**config.mk**
```make
export PLATFORM = sky130hd
export DESIGN_NAME = socket_status_event_mask
export DESIGN_NICKNAME = d
export VERILOG_FILES = /design/src/pkg/sock_evt_pkg.sv /design/src/socket_status_event_mask.sv
export VERILOG_INCLUDE_DIRS = /design/src /design/src/pkg
export SDC_FILE = /design/constraint.sdc
export NUM_CORES = 1
export LEC_CHECK = 0
export ABC_AREA = 1
export BUFFER_PORTS_ARGS = -buffer_cell sky130_fd_sc_hd__buf_2
export CAP_MARGIN = 20
export CORE_AREA = 2 2 135 137
export DETAILED_ROUTE_END_ITERATION = 7
export DIE_AREA = 0 0 137 139
export SYNTH_ARGS = -nofsm -noshare
export SYNTH_HDL_FRONTEND = slang
export SYNTH_SLANG_ARGS = --single-unit
```
**constraint.sdc**
```tcl
create_clock -name i_clk_sys -period 3.46 [get_ports i_clk_sys]
set_input_delay 0.519 -clock i_clk_sys [delete_from_list [all_inputs] [get_ports i_clk_sys]]
set_output_delay 0.519 -clock i_clk_sys [all_outputs]
set_load 0.005 [all_outputs]
```
**src/pkg/sock_evt_consts.svh**
```systemverilog
// offsets, field positions and reset values of the socket event block
// What this block does
// - event bits flag change only, not value
// - writing one clears an event bit
// - inject register writes set event bits
// - host bus reset clears all event bits
// - leaving card reset may re-set events
// - bit 3 flags powered state change
// - bits 2,1 flag detect 2,1 changes
// - cardbus card: bit 0 on rise only
// - 16-bit card: bit 0 on both edges
// - event bits 31..4 read zero
// - mask gates interrupt only, not events
// - mask bit 3 enables power interrupt
// - detect mask 11 enables, 00 blocks
// - mask bit 0 enables status interrupt
// - mask bits 31..4 read zero
// - registers sit at base-address in memory
// - power-management register decoded at 0x20
`ifndef SOCK_EVT_CONSTS_SVH
`define SOCK_EVT_CONSTS_SVH
`define OFS_FLAGS    8'h00
`define OFS_ENABLE   8'h04
`define OFS_STATE    8'h08
`define OFS_INJECT   8'h0c
`define OFS_CONTROL  8'h10
`define OFS_RSVD_LO  8'h14
`define OFS_RSVD_HI  8'h1c
`define OFS_PM       8'h20
`define CFG_OFS_BASE 8'h10
`define PAGE_BITS    8
`define EVT_W        4
`define BIT_POWER    3
`define BIT_DET2     2
`define BIT_DET1     1
`define BIT_CSTS     0
`define BIT_CB_CARD  5
`define BIT_16_CARD  4
`define DET_ON       2'h3
`define STATE_FIXED  32'h3000_0000
`define RST_EVT      4'h0
`define RST_WORD     32'h0000_0000
`endif

```
**src/pkg/sock_evt_pkg.sv**
```systemverilog
// types shared by the socket event block
package sock_evt_pkg;
    typedef struct packed {
        logic        valid;
        logic        write;
        logic [7:0]  addr;
        logic [3:0]  be;
        logic [31:0] wdata;
    } cfg_req_s;

    typedef struct packed {
        logic        valid;
        logic        write;
        logic [31:0] addr;
        logic [3:0]  be;
        logic [31:0] wdata;
    } mem_req_s;

    typedef struct packed {
        logic socket_powered_state;
        logic detect2_state;
        logic detect1_state;
        logic card_status_state;
    } sock_status_s;
endpackage : sock_evt_pkg

```
**src/socket_status_event_mask.sv**
```systemverilog
// socket status-change event, mask and register decode logic
`include "sock_evt_consts.svh"

module socket_status_event_mask
    import sock_evt_pkg::*;
#(
    parameter int WIN_BITS = 12
) (
    // clock and host bus reset
    input  wire logic         i_clk_sys,
    input  wire logic         i_reset_n,
    // configuration space access
    input  wire cfg_req_s     i_cfg_req,
    output logic [31:0]       o_cfg_rdata,
    output logic              o_cfg_ack,
    // host memory access
    input  wire mem_req_s     i_mem_req,
    output logic [31:0]       o_mem_rdata,
    output logic              o_mem_ack,
    // socket status
    input  wire sock_status_s i_status,
    input  wire logic         i_cardbus_card,
    input  wire logic         i_16bit_card,
    input  wire logic         i_card_reset,
    // status-change interrupt
    output logic              o_status_change_interrupt
);

    if (WIN_BITS <= `PAGE_BITS || WIN_BITS > 31) begin : g_win_check
        $error("WIN_BITS out of range");
    end

    localparam logic [31:0] BASE_MASK =
        ~((32'h1 << WIN_BITS) - 32'h1);

    function automatic logic [31:0] merge_be(
        input logic [31:0] old_v,
        input logic [31:0] new_v,
        input logic [3:0]  be
    );
        logic [31:0] m;
        m = {{8{be[3]}}, {8{be[2]}}, {8{be[1]}}, {8{be[0]}}};
        return (old_v & ~m) | (new_v & m);
    endfunction : merge_be

    function automatic logic [`EVT_W-1:0] eff_enable(
        input logic [`EVT_W-1:0] en
    );
        logic det_on;
        det_on = (en[`BIT_DET2:`BIT_DET1] == `DET_ON);
        // the two reserved detect codes enable nothing
        return {en[`BIT_POWER], det_on, det_on, en[`BIT_CSTS]};
    endfunction : eff_enable

    logic [31:0]        base_q, base_d;
    logic [31:0]        cfg_rdata_q, cfg_rdata_d;
    logic               cfg_ack_q, cfg_ack_d;
    logic [`EVT_W-1:0]  flags_q, flags_d;
    logic [`EVT_W-1:0]  enable_q, enable_d;
    logic [31:0]        control_q, control_d;
    logic [31:0]        pm_q, pm_d;
    logic [31:0]        rdata_q, rdata_d;
    logic               ack_q, ack_d;
    sock_status_s       prev_q, prev_d;
    logic               prev_valid_q, prev_valid_d;
    logic               card_rst_q, card_rst_d;
    logic               hit;
    logic               wr_hit;
    logic               rd_hit;
    logic [7:0]         ofs;
    logic               rsvd_ofs;
    logic [`EVT_W-1:0]  change_w;
    logic [`EVT_W-1:0]  inject_w;
    logic [`EVT_W-1:0]  exit_w;
    logic [`EVT_W-1:0]  set_w;
    logic [`EVT_W-1:0]  clear_w;
    logic [31:0]        state_w;

    // socket window decode against the base register
    always_comb begin
        ofs = i_mem_req.addr[7:0];
        hit = i_mem_req.valid && (base_q != `RST_WORD)
            && ((i_mem_req.addr & BASE_MASK) == base_q)
            && (i_mem_req.addr[WIN_BITS-1:`PAGE_BITS] == '0);
        wr_hit = hit && i_mem_req.write;
        rd_hit = hit && !i_mem_req.write;
        rsvd_ofs = (ofs >= `OFS_RSVD_LO) && (ofs <= `OFS_RSVD_HI);
    end

    // configuration base-address register
    always_comb begin
        base_d = base_q;
        cfg_ack_d = 1'b0;
        cfg_rdata_d = `RST_WORD;
        if (i_cfg_req.valid && i_cfg_req.addr == `CFG_OFS_BASE) begin
            cfg_ack_d = 1'b1;
            cfg_rdata_d = base_q;
            if (i_cfg_req.write) begin
                base_d = merge_be(base_q, i_cfg_req.wdata,
                                  i_cfg_req.be) & BASE_MASK;
            end
        end
    end

    always_ff @(posedge i_clk_sys or negedge i_reset_n) begin
        if (!i_reset_n) begin
            base_q      <= `RST_WORD;
            cfg_rdata_q <= `RST_WORD;
            cfg_ack_q   <= 1'b0;
        end else begin
            base_q      <= base_d;
            cfg_rdata_q <= cfg_rdata_d;
            cfg_ack_q   <= cfg_ack_d;
        end
    end

    // event detection; flags record that a change happened, not the value
    always_comb begin
        prev_d = i_status;
        prev_valid_d = 1'b1;
        card_rst_d = i_card_reset;
        change_w = '0;
        if (prev_valid_q) begin
            change_w[`BIT_POWER] = i_status.socket_powered_state
                ^ prev_q.socket_powered_state;
            change_w[`BIT_DET2] = i_status.detect2_state
                ^ prev_q.detect2_state;
            change_w[`BIT_DET1] = i_status.detect1_state
                ^ prev_q.detect1_state;
            if (i_cardbus_card) begin
                change_w[`BIT_CSTS] = i_status.card_status_state
                    && !prev_q.card_status_state;
            end else begin
                change_w[`BIT_CSTS] = i_status.card_status_state
                    ^ prev_q.card_status_state;
            end
        end
        // status still asserted when card reset ends
        exit_w = '0;
        if (card_rst_q && !i_card_reset) begin
            exit_w[`BIT_CSTS] = i_status.card_status_state;
            exit_w[`BIT_DET2] = i_status.detect2_state;
            exit_w[`BIT_DET1] = i_status.detect1_state;
        end
        inject_w = '0;
        if (wr_hit && ofs == `OFS_INJECT && i_mem_req.be[0]) begin
            inject_w = i_mem_req.wdata[`EVT_W-1:0];
        end
        clear_w = '0;
        if (wr_hit && ofs == `OFS_FLAGS && i_mem_req.be[0]) begin
            clear_w = i_mem_req.wdata[`EVT_W-1:0];
        end
        // mask plays no part here, events set regardless
        set_w = change_w | inject_w | exit_w;
        // a new event beats a clear landing in the same cycle
        flags_d = (flags_q & ~clear_w) | set_w;
    end

    // register writes and read data
    always_comb begin
        state_w = `STATE_FIXED;
        state_w[`BIT_CB_CARD] = i_cardbus_card;
        state_w[`BIT_16_CARD] = i_16bit_card;
        state_w[`BIT_POWER] = i_status.socket_powered_state;
        state_w[`BIT_DET2] = i_status.detect2_state;
        state_w[`BIT_DET1] = i_status.detect1_state;
        state_w[`BIT_CSTS] = i_status.card_status_state;
        enable_d = enable_q;
        control_d = control_q;
        pm_d = pm_q;
        ack_d = hit;
        rdata_d = `RST_WORD;
        if (wr_hit) begin
            if (ofs == `OFS_ENABLE && i_mem_req.be[0]) begin
                enable_d = i_mem_req.wdata[`EVT_W-1:0];
            end else if (ofs == `OFS_CONTROL) begin
                control_d = merge_be(control_q, i_mem_req.wdata,
                                     i_mem_req.be);
            end else if (ofs == `OFS_PM) begin
                pm_d = merge_be(pm_q, i_mem_req.wdata,
                                i_mem_req.be);
            end
        end
        if (rd_hit) begin
            if (ofs == `OFS_FLAGS) begin
                rdata_d = {28'h0, flags_q};
            end else if (ofs == `OFS_ENABLE) begin
                rdata_d = {28'h0, enable_q};
            end else if (ofs == `OFS_STATE) begin
                rdata_d = state_w;
            end else if (ofs == `OFS_CONTROL) begin
                rdata_d = control_q;
            end else if (rsvd_ofs) begin
                rdata_d = `RST_WORD;
            end else if (ofs == `OFS_PM) begin
                rdata_d = pm_q;
            end
        end
    end

    always_ff @(posedge i_clk_sys or negedge i_reset_n) begin
        if (!i_reset_n) begin
            flags_q      <= `RST_EVT;
            enable_q     <= `RST_EVT;
            control_q    <= `RST_WORD;
            pm_q         <= `RST_WORD;
            rdata_q      <= `RST_WORD;
            ack_q        <= 1'b0;
            prev_q       <= '0;
            prev_valid_q <= 1'b0;
            card_rst_q   <= 1'b0;
        end else begin
            flags_q      <= flags_d;
            enable_q     <= enable_d;
            control_q    <= control_d;
            pm_q         <= pm_d;
            rdata_q      <= rdata_d;
            ack_q        <= ack_d;
            prev_q       <= prev_d;
            prev_valid_q <= prev_valid_d;
            card_rst_q   <= card_rst_d;
        end
    end

    // leftover flags fire at once when enabled; software clears first
    assign o_status_change_interrupt =
        |(flags_q & eff_enable(enable_q));
    assign o_mem_rdata = rdata_q;
    assign o_mem_ack = ack_q;
    assign o_cfg_rdata = cfg_rdata_q;
    assign o_cfg_ack = cfg_ack_q;

    a_w1c_clear: assert property (
        @(posedge i_clk_sys) disable iff (!i_reset_n)
        clear_w[`BIT_DET1] && !set_w[`BIT_DET1]
        |=> !flags_q[`BIT_DET1]
            ##1 (flags_q[`BIT_DET1] == $past(set_w[`BIT_DET1])))
        else $error("write-one did not clear flag");

    a_inject_sets: assert property (
        @(posedge i_clk_sys) disable iff (!i_reset_n)
        wr_hit && ofs == `OFS_INJECT && i_mem_req.be[0]
        && i_mem_req.wdata[`BIT_POWER]
        |=> flags_q[`BIT_POWER])
        else $error("inject did not set flag");

    a_power_change: assert property (
        @(posedge i_clk_sys) disable iff (!i_reset_n)
        prev_valid_q && $changed(i_status.socket_powered_state)
        |=> flags_q[`BIT_POWER])
        else $error("power change not flagged");

    a_cb_rise_only: assert property (
        @(posedge i_clk_sys) disable iff (!i_reset_n)
        i_cardbus_card && $fell(i_status.card_status_state)
        && !flags_q[`BIT_CSTS] && !inject_w[`BIT_CSTS]
        && !exit_w[`BIT_CSTS]
        |=> !flags_q[`BIT_CSTS])
        else $error("cardbus falling edge flagged");

    a_16bit_edges: assert property (
        @(posedge i_clk_sys) disable iff (!i_reset_n)
        !i_cardbus_card && prev_valid_q
        && $changed(i_status.card_status_state)
        |=> flags_q[`BIT_CSTS])
        else $error("16-bit status edge not flagged");

    a_flags_rsvd: assert property (
        @(posedge i_clk_sys) disable iff (!i_reset_n)
        rd_hit && ofs == `OFS_FLAGS
        |=> o_mem_ack && o_mem_rdata[31:`EVT_W] == '0)
        else $error("event reserved bits not zero");

    a_enable_rsvd: assert property (
        @(posedge i_clk_sys) disable iff (!i_reset_n)
        rd_hit && ofs == `OFS_ENABLE
        |=> o_mem_ack && o_mem_rdata[31:`EVT_W] == '0)
        else $error("mask reserved bits not zero");

    a_det_half_mask: assert property (
        @(posedge i_clk_sys) disable iff (!i_reset_n)
        enable_q[`BIT_DET2:`BIT_DET1] != `DET_ON
        && !enable_q[`BIT_POWER] && !enable_q[`BIT_CSTS]
        |-> !o_status_change_interrupt)
        else $error("interrupt with detect mask not 11");

    a_irq_raise: assert property (
        @(posedge i_clk_sys) disable iff (!i_reset_n)
        $rose(flags_q[`BIT_POWER]) && enable_q[`BIT_POWER]
        |-> o_status_change_interrupt)
        else $error("enabled event gave no interrupt");

    a_rsvd_window: assert property (
        @(posedge i_clk_sys) disable iff (!i_reset_n)
        rd_hit && rsvd_ofs |=> o_mem_ack && o_mem_rdata == '0)
        else $error("reserved offset read nonzero");

    a_reset_exit: assert property (
        @(posedge i_clk_sys) disable iff (!i_reset_n)
        card_rst_q && !i_card_reset && i_status.detect1_state
        |=> flags_q[`BIT_DET1])
        else $error("reset exit did not re-flag detect");

endmodule : socket_status_event_mask
```
==> impl_metrics.ini, run 1 <==
[cts]
hold_buffers = 0
htree_levels = 4
path_clk_slew_ns = 0.06
cts.sinks = 152
cts.repair.resized = 0
post-cts-setup-buffers = 0
cts_tree = built
clockBufferDepth = 2
cts_buffers = 17
root_buffer = clkbuf_16
clk_latency_ns = 0.42

[global_route]
grt_util_all_layers = 0.185
grt.overflow.total = 0
antenna_found_initial = 2
grt_max_degree = 86
grt_pass1_wl_mm = 27.0
grt_pass1_vias = 5223

[detailed_routing]
viasPerCell = 4.55
drt_first_pass_iters = 5
routedWlPerCell_um = 14.3
ant_nets = 0
drc = 0
wirelength_mm = 16.9
dr_total_vias = 5367
drt-initial-drc-count = 344

[die]
die_h_um = 139
ios = 192
die_area_mm2 = 0.0190
start_util = 0.381
core-area_mm2 = 0.0177
rows = 49
dieWidth_um = 137

[worst_setup_path]
crit_type = reg2reg
setup.worst_path.start_class = flop
cp_num_buf_inv = 0
crit_top_cell = nand2_1
required_ns = 3.79
path_cells = nand2_1 -> nand2_1 -> nor2_2 -> nand2_1 -> nor2_1 -> nand2_2 -> nor3_4 -> nand3_2 -> nor2_1
cpMaxStageDelayCell = nand3_2
crit_path_max_fanout = 24
arrival_ns = 2.50
critical-path-top-delay-family = simple AND/OR/NAND/NOR gates
end_kind = flop
slowest_delay_ns = 0.52

[place]
portBuffers = 166
gp_congestion = 0.831
dp_cells = 1149
dp_hpwl_mm = 12.0

[sta]
holdWs_ns = 0.132
rsz0062_at_grt = false
fin_tns_setup_ns = 0
period_needed_ns = 2.17
tightest_slew_ns = 0.779
post-route-period-util = 0.628
finalMaxSlewViolations = 0
maxSlewHeadroom = 0.480
clock.fmax_ghz = 0.460
final_hold_viol_count = 0
fin_skew_ns = 0.00644
finalSetupViolCount = 0

[logic_synthesis]
synth-seq-cells = 152
synth_seq_area_share = 0.565
ys_warn_count = 0
syn_area_mm2 = 0.00673
ys_types = 30
synth.avg_cell_area_um2 = 8.87
synthCells = 759

[cells_and_area]
final_common_cell = nand2_1
syn2layout_area_growth_pct = 23.5
layout-drive-gt1-share = 0.285
nets = 1065
layout_common_cells = nand2_1 (279), buf_2 (165), dfrtp_1 (152), nor2_1 (91), inv_1 (53)
final_cells = 1179

[hold_path]
hp-class = in2async

[power]
ir_drop_v = 0.000327
p_leak_nw = 4.55
power_mw = 3.59
power_density_mw_per_mm2 = 432

[outcome]
status = completed

[run]
maxCapViolCount = 0
kinds of logic (layout without fill, tap and decap cells):
| logic type | after synthesis | in the layout | share of synthesized area |
|---|---|---|---|
| and+or+nand+nor | 444 | 444 | 0.291 |
| DFF | 152 | 152 | 0.565 |
| buffers and inverters | 86 | 263 | 0.0559 |
| AOI/OAI and AO/OA | 53 | 53 | 0.0502 |
| muxes | 20 | 20 | 0.0335 |
| other | 2 | 16 | 0.00112 |
| adders and majority gates | 1 | 1 | 0.00186 |
| xor gates and xnor gates | 1 | 1 | 0.00130 |
Yosys cell counts:
cell / instances / share of area
nand2_1: 279 / 0.16
dfrtp_1: 152 / 0.56
nor2_1: 91 / 0.051
inv_1: 53 / 0.030
a22oi_1: 24 / 0.027
nand3_1: 24 / 0.018
mux2_2: 20 / 0.033
o21ai_0: 18 / 0.013
nand2_2: 14 / 0.013
buf_4: 13 / 0.014
nor2_4: 12 / 0.020
inv_2: 11 / 0.0061
nand4_1: 6 / 0.0056
a21oi_1: 5 / 0.0037
clkbuf_1: 5 / 0.0028
or2_2: 5 / 0.0046
buf_2: 4 / 0.0030
nor2_2: 4 / 0.0037
nand3_2: 3 / 0.0045
nand4_4: 3 / 0.0095
a221oi_1: 2 / 0.0026
a31oi_1: 2 / 0.0019
conb_1: 2 / 0.0011
ha_1: 1 / 0.0019
nor2_8: 1 / 0.0030
nor3_1: 1 / 0.00074
nor3_4: 1 / 0.0024
o211ai_1: 1 / 0.0011
o21ai_1: 1 / 0.00074
xnor2_1: 1 / 0.0013
layer usage:
metal  routed length, um  global-route usage  vias up
met4                 338              0.0635        0
li1                    -                   -     2718
met1                7510               0.249     2496
met5                   0                   0        -
met2                8160               0.289      127
met3                 851              0.0486       26
final timing paths:
path                       slack [ns]    startpoint                          to  cells after the start
max in group asynchronous        2.56     i_reset_n  asynchronous set/reset pin                      2
min in group i_clk_sys           0.21  i_card_reset        card_rst_q$_DFF_PN0_                      1
min reg2reg                      0.47          flop                        flop                      2
max                              1.29          flop   o_mem_rdata[10]$_DFF_PN0_                      9
min                              0.13     i_reset_n   o_cfg_rdata[17]$_DFF_PN0_                      1
max reg2reg                      1.29          flop   o_mem_rdata[10]$_DFF_PN0_                      9
area by class of cell:
type / count / area, um2
fill: 1773 / 9340
sequential: 152 / 3800
multi-input combinational: 532 / 2590
timing repair buffer: 172 / 895
clock buffer: 22 / 464
tap: 229 / 287
inverter: 64 / 240
clock inverter: 5 / 27.5
antenna: 3 / 7.51
power by group:
part | internal (mW) | switching, mW | total, mW | leakage [nW]
logic | 0.0730 | 0.116 | 0.189 | 2.22
clock network | 0.928 | 0.684 | 1.61 | 0.243
registers | 1.79 | 0.00520 | 1.79 | 2.09
through the flow:
stage	util	cell area (um2)	setup slack (ns)
after floorplan	-	6770	1.66
after global placement	0.443	7820	1.05
after detailed placement	0.443	7820	1.03
after CTS	0.471	8310	1.25
after global routing	0.471	8310	0.993
final	0.471	8320	1.29
worst register-to-register path, cell delays in order (launching register included):
cell,delay (ns)
dfrtp_1,0.41
nand2_1,0.09
nand2_1,0.07
nor2_2,0.13
nand2_1,0.07
nor2_1,0.11
nand2_2,0.12
nor3_4,0.29
nand3_2,0.52
nor2_1,0.27
Power figures use the tool's default switching activity.
==> inputs of run 2 (changes only) <==
- clock period: 3.46 -> 2.2 ns (I/O delays scaled with it)
==> run 2 against run 1 <==
  * Clock power grew 82%
  * Core utilization grew 1.1 points
  * Clock-buffer cell count up 1
  * First-iteration DRC count fell by 37%
  * Combinational power grew 64%
  * Critical path depth grew 4
  * Register-to-register slack lost 1.1 ns
  * Critical path type unchanged
==> impl_metrics.ini, run 2 (synthesis gave the netlist of run 1 again) <==
[outcome]
status = completed

[sta]
tightest_slew_ns = 0.714
finalMaxSlewViolations = 0
rsz0062_at_grt = false
period_needed_ns = 1.97
post-route-period-util = 0.897
fin_skew_ns = 0.00712
final_hold_viol_count = 0
holdWs_ns = 0.0222
fin_tns_setup_ns = 0
finalSetupViolCount = 0
maxSlewHeadroom = 0.523
clock.fmax_ghz = 0.506

[detailed_routing]
routedWlPerCell_um = 14.2
drt_first_pass_iters = 4
wirelength_mm = 17.0
viasPerCell = 4.55
ant_nets = 0
drc = 0
dr_total_vias = 5418
drt-initial-drc-count = 217

[place]
portBuffers = 166
gp_congestion = 0.832
dp_hpwl_mm = 12.3

[die]
core-area_mm2 = 0.0177
ios = 192
die_area_mm2 = 0.0190
die_h_um = 139
rows = 49
start_util = 0.381
dieWidth_um = 137

[run]
maxCapViolCount = 0

[global_route]
grt_pass1_wl_mm = 27.3
grt_util_all_layers = 0.186
antenna_found_initial = 3
grt_pass1_vias = 5446
grt_max_degree = 56
grt.overflow.total = 0

[worst_setup_path]
end_kind = flop
required_ns = 2.56
r2r_slack_ns = 0.23
setup.worst_path.start_class = flop
crit_path_max_fanout = 8
arrival_ns = 2.34
crit_type = reg2reg

[cts]
root_buffer = clkbuf_16
cts_buffers = 17
cts_tree = built
htree_levels = 4
clockBufferDepth = 2
cts.repair.resized = 0
clk_latency_ns = 0.42
post-cts-setup-buffers = 0
path_clk_slew_ns = 0.06
cts.sinks = 152

[cells_and_area]
utilization = 0.482
final_common_cell = nand2_1
nets = 1074
layout_common_cells = nand2_1 (279), buf_2 (165), dfrtp_1 (152), nor2_1 (91), inv_1 (53)
layout-drive-gt1-share = 0.295
syn2layout_area_growth_pct = 26.4

[power]
p_leak_nw = 4.65
power_density_mw_per_mm2 = 711
ir_drop_v = 0.000523

[hold_path]
hp-class = in2reg
[run 2: cell count changes in the layout (fill, tap and decap cells not counted)]
cell           delta
clkbuf_8          +3
clkbuf_1          -2
buf_4             +6
clkinv_2          -1
clkinv_4          +2
clkinvlp_4        -1
bufinv_16         +2
buf_12            +2
dlygate4sd3_1     +1
[run 2: worst max-delay path, stage by stage, from the launching register on]
cell and delay (ns):
dfrtp_1 0.40, inv_2 0.05, nand2_1 0.05, nand2_1 0.04, nor2_1 0.11, nand2_1 0.07, nor2_1 0.13, nand2_2 0.14
nor2_8 0.15, buf_4 0.15, nand4_4 0.17, nor2_4 0.27, nand2_1 0.09, nand2_1 0.07
[run 2: metal layers]
| metal | vias up | global-route usage | routed length (um) |
|---|---|---|---|
| met5 | - | 0 | 0 |
| met4 | 0 | 0.0814 | 471 |
| met3 | 31 | 0.0428 | 928 |
| met2 | 134 | 0.296 | 8170 |
| met1 | 2514 | 0.243 | 7390 |
| li1 | 2739 | - | - |
[run 2: repair_timing]
item	in CTS	in global routing
setup endpoints to repair	0	0
hold endpoints to repair	51	0
hold buffers	1	0
[run 2: stage by stage]
step	setup WS, ns	total power [mW]	std cells	cell area [um2]
floorplan	0.531	2.97	770	6770
global placement	0.0672	3.18	1157	7900
global route	0.0183	6.29	1189	8510
detailed placement	0.0505	3.18	1157	7900
CTS	0.174	6.13	1188	8500
finish	0.226	6.05	1191	8510
[run 2: area by class of cell]
type                            count  area, um2
Clock inverter                      7       92.6
Fill cell                        1722       9150
Antenna cell                        3       7.51
Tap cell                          229        287
Clock buffer                       23        498
Multi-Input combinational cell    532       2590
Timing Repair Buffer              181        990
Sequential cell                   152       3800
Inverter                           64        240
[run 2: where the power goes]
| group | internal [mW] | leakage (nW) | switching [mW] | total, mW |
|---|---|---|---|---|
| logic | 0.123 | 2.27 | 0.186 | 0.310 |
| clock network | 1.81 | 0.295 | 1.12 | 2.93 |
| registers | 2.81 | 2.09 | 0.00791 | 2.82 |
[run 2: path summary, 6_finish.rpt]
check / from / to / cells after the start
worst max-delay path: flop / flop / 13
worst min-delay path: i_card_reset / card_rst_q$_DFF_PN0_ / 1
worst max register to register: flop / flop / 13
worst min register to register: flop / flop / 2
max in group asynchronous: i_reset_n / o_mem_rdata[6]$_DFF_PN0_ / 3
min in group asynchronous: i_reset_n / o_cfg_rdata[17]$_DFF_PN0_ / 2
==> inputs of run 3 (changes only) <==
--- a/config.mk
+++ b/config.mk
@@ -8,8 +8,7 @@
 export LEC_CHECK = 0
-export ABC_AREA = 1
 export BUFFER_PORTS_ARGS = -buffer_cell sky130_fd_sc_hd__buf_2
 export CAP_MARGIN = 20
-export CORE_AREA = 2 2 135 137
+export CORE_AREA = 2 2 187 97
 export DETAILED_ROUTE_END_ITERATION = 7
-export DIE_AREA = 0 0 137 139
+export DIE_AREA = 0 0 189 99
 export SYNTH_ARGS = -nofsm -noshare
==> constraint.sdc (replaced) <==
create_clock -name i_clk_sys -period 2.2 [get_ports i_clk_sys]
set_input_delay 0.44 -clock i_clk_sys [delete_from_list [all_inputs] [get_ports i_clk_sys]]
set_output_delay 0.44 -clock i_clk_sys [all_outputs]
set_load 0.005 [all_outputs]
==> run 3 against run 2 <==
  * The run now ends with negative setup slack left
  * Sequential power hardly changed
  * Setup slack worse by 0.29 ns
  * Critical path depth is 5 lower
  * Clock-buffer cell count is 3 lower
  * Wire length is 10% higher
  * Critical path type unchanged
  * Largest power group unchanged
==> impl_metrics.ini, run 3 <==
[global_route]
antenna_found_initial = 0
grt_max_degree = 52
grt_pass1_vias = 5263
grt_util_all_layers = 0.207
grt_pass1_wl_mm = 29.5
grt.overflow.total = 0

[power]
power_mw = 6.20
p_leak_nw = 4.67
power_density_mw_per_mm2 = 664
ir_drop_v = 0.000543

[place]
gp_congestion = 0.840
dp_hpwl_mm = 13.5
portBuffers = 166
post-place-ws_ns = -0.474
placed_area_mm2 = 0.00831

[cts]
clk_latency_ns = 0.42
root_buffer = clkbuf_16
path_clk_slew_ns = 0.07
clockBufferDepth = 2
cts_buffers = 17
htree_levels = 4
cts.sinks = 152
cts_tree = built

[cells_and_area]
final_common_cell = buf_2
layout-drive-gt1-share = 0.525
layout_common_cells = buf_2 (165), dfrtp_1 (148), mux2_4 (68), buf_4 (59), a22oi_1 (28)
diodes = 0
fin_area_mm2 = 0.00935
syn2layout_area_growth_pct = 42.5
nets = 873

[logic_synthesis]
synth.avg_cell_area_um2 = 13.0
ys.flop_type = dfrtp_1
yosysMostFrequentCell = dfrtp_1
synth_area_leaders = dfrtp_1 (58%), mux2_2 (14%), nor4_4 (3.2%), a22oi_1 (3.2%), xor2_1 (2.7%)
syn_area_mm2 = 0.00656
async_flop_share = 1.00
synthMuxAreaShare = 0.151
synth_top_area_share = 0.580
ys_warn_count = 0
synth-xor-area-share = 0.0267
synthCells = 503
synth_compound_area_frac = 0.0677
ys_types = 40
synthAdderAreaFrac = 0.00191
synth_seq_area_share = 0.580
synth_simple_gate_area_frac = 0.141
synth-seq-cells = 152
synth_common_cells = dfrtp_1 (152), mux2_2 (82), a22oi_1 (28), nor2_1 (27)
synth_top_family_by_area = multiplexers
synth_top_cell_by_area = dfrtp_1
synth_edf_count = 0

[sta]
final_hold_viol_count = 0
finalSetupViolCount = 65
finalMaxSlewViolations = 0
fin_skew_ns = 0.0121
fin_tns_setup_ns = -2.41
postLayoutSetupSlackWorst_ns = -0.0637
maxSlewHeadroom = 0.656
clock.fmax_ghz = 0.442
post-route-period-util = 1.03
holdWs_ns = 0.141
period_needed_ns = 2.26
rsz0062_at_grt = true
tightest_slew_ns = 0.511

[die]
core-area_mm2 = 0.0171
die_h_um = 99
ios = 192
dieWidth_um = 189
start_util = 0.385
rows = 34
die_area_mm2 = 0.0187

[outcome]
failed_checks = negative setup slack
status = complete, but fails checks

[detailed_routing]
routedWlPerCell_um = 18.8
drc = 0
ant_nets = 0
dr_total_vias = 5044
drt-initial-drc-count = 268
viasPerCell = 5.07
wirelength_mm = 18.7
drt_first_pass_iters = 6

[worst_setup_path]
required_ns = 2.50
r2r_slack_ns = -0.06
crit_path_max_fanout = 8
arrival_ns = 2.56
path_cells = xor2_1 -> nor4_4 -> buf_4 -> nand4_4 -> buf_12 -> nor4_4 -> buf_12 -> mux2_4
slowest_delay_ns = 0.41
cpMaxStageDelayCell = dfrtp_1
end_kind = flop
crit_type = reg2reg
critical-path-top-delay-family = simple AND/OR/NAND/NOR gates
cp_num_cells = 8
reg2reg_depth = 8
setup.worst_path.start_class = flop
cp_num_buf_inv = 3

[hold_path]
hp-class = in2reg

[run]
maxCapViolCount = 0
==> run 3: layer usage <==
layer	global-route usage	up-vias	part of all wire
li1	-	2291	-
met1	0.318	2569	0.50
met2	0.288	168	0.42
met3	0.0563	16	0.064
met4	0.0517	0	0.0083
met5	0	-	0
==> run 3: cell type report <==
class / count / area [um2]
tap: 234 / 293
multi-input combinational: 322 / 3040
clock buffer: 20 / 457
clock inverter: 12 / 143
inverter: 12 / 45.0
sequential: 152 / 3810
timing repair buffer: 242 / 1570
fill: 1427 / 7710
==> run 3: worst min path at each step <==
stage            startpoint  cells past startpoint                    endpoint
2_1_floorplan     i_reset_n                      0  asynchronous set/reset pin
3_3_place_gp      i_reset_n                      1         prev_q[0]$_DFF_PN0_
3_5_place_dp      i_reset_n                      1         prev_q[2]$_DFF_PN0_
4_1_cts        i_card_reset                      1        card_rst_q$_DFF_PN0_
5_1_grt        i_card_reset                      1        card_rst_q$_DFF_PN0_
6_report       i_card_reset                      1        card_rst_q$_DFF_PN0_
==> run 3: power by group <==
part / total [mW] / internal (mW) / switching (mW) / leakage, nW
logic: 0.421 / 0.179 / 0.242 / 2.32
clock network: 2.97 / 1.75 / 1.22 / 0.273
registers: 2.82 / 2.81 / 0.0100 / 2.08
==> run 3: cell families after synthesis <==
| group | Yosys count |
|---|---|
| AO/OA/AOI/OAI | 60 |
| multiplexers | 88 |
| adder cells (fa/ha/maj) | 1 |
| buffers and inverters | 40 |
| AND/OR/NAND/NOR | 140 |
| flip-flops | 152 |
| XOR/XNOR | 20 |
| other | 2 |
==> run 3: timing repair <==
action / CTS / global route
resized for setup: 67 / 17
endpoints found under the hold margin: 47 / 0
hold buffers: 1 / 0
pin swaps: 11 / 6
buffers inserted: 7 / 2
setup endpoints to repair: 103 / 104
==> run 3: through the flow <==
step / utilization / std cells
after floorplan: - / 514
after global placement: 0.487 / 952
after detailed placement: 0.487 / 952
after CTS: 0.542 / 992
after global routing: 0.548 / 994
final: 0.548 / 994
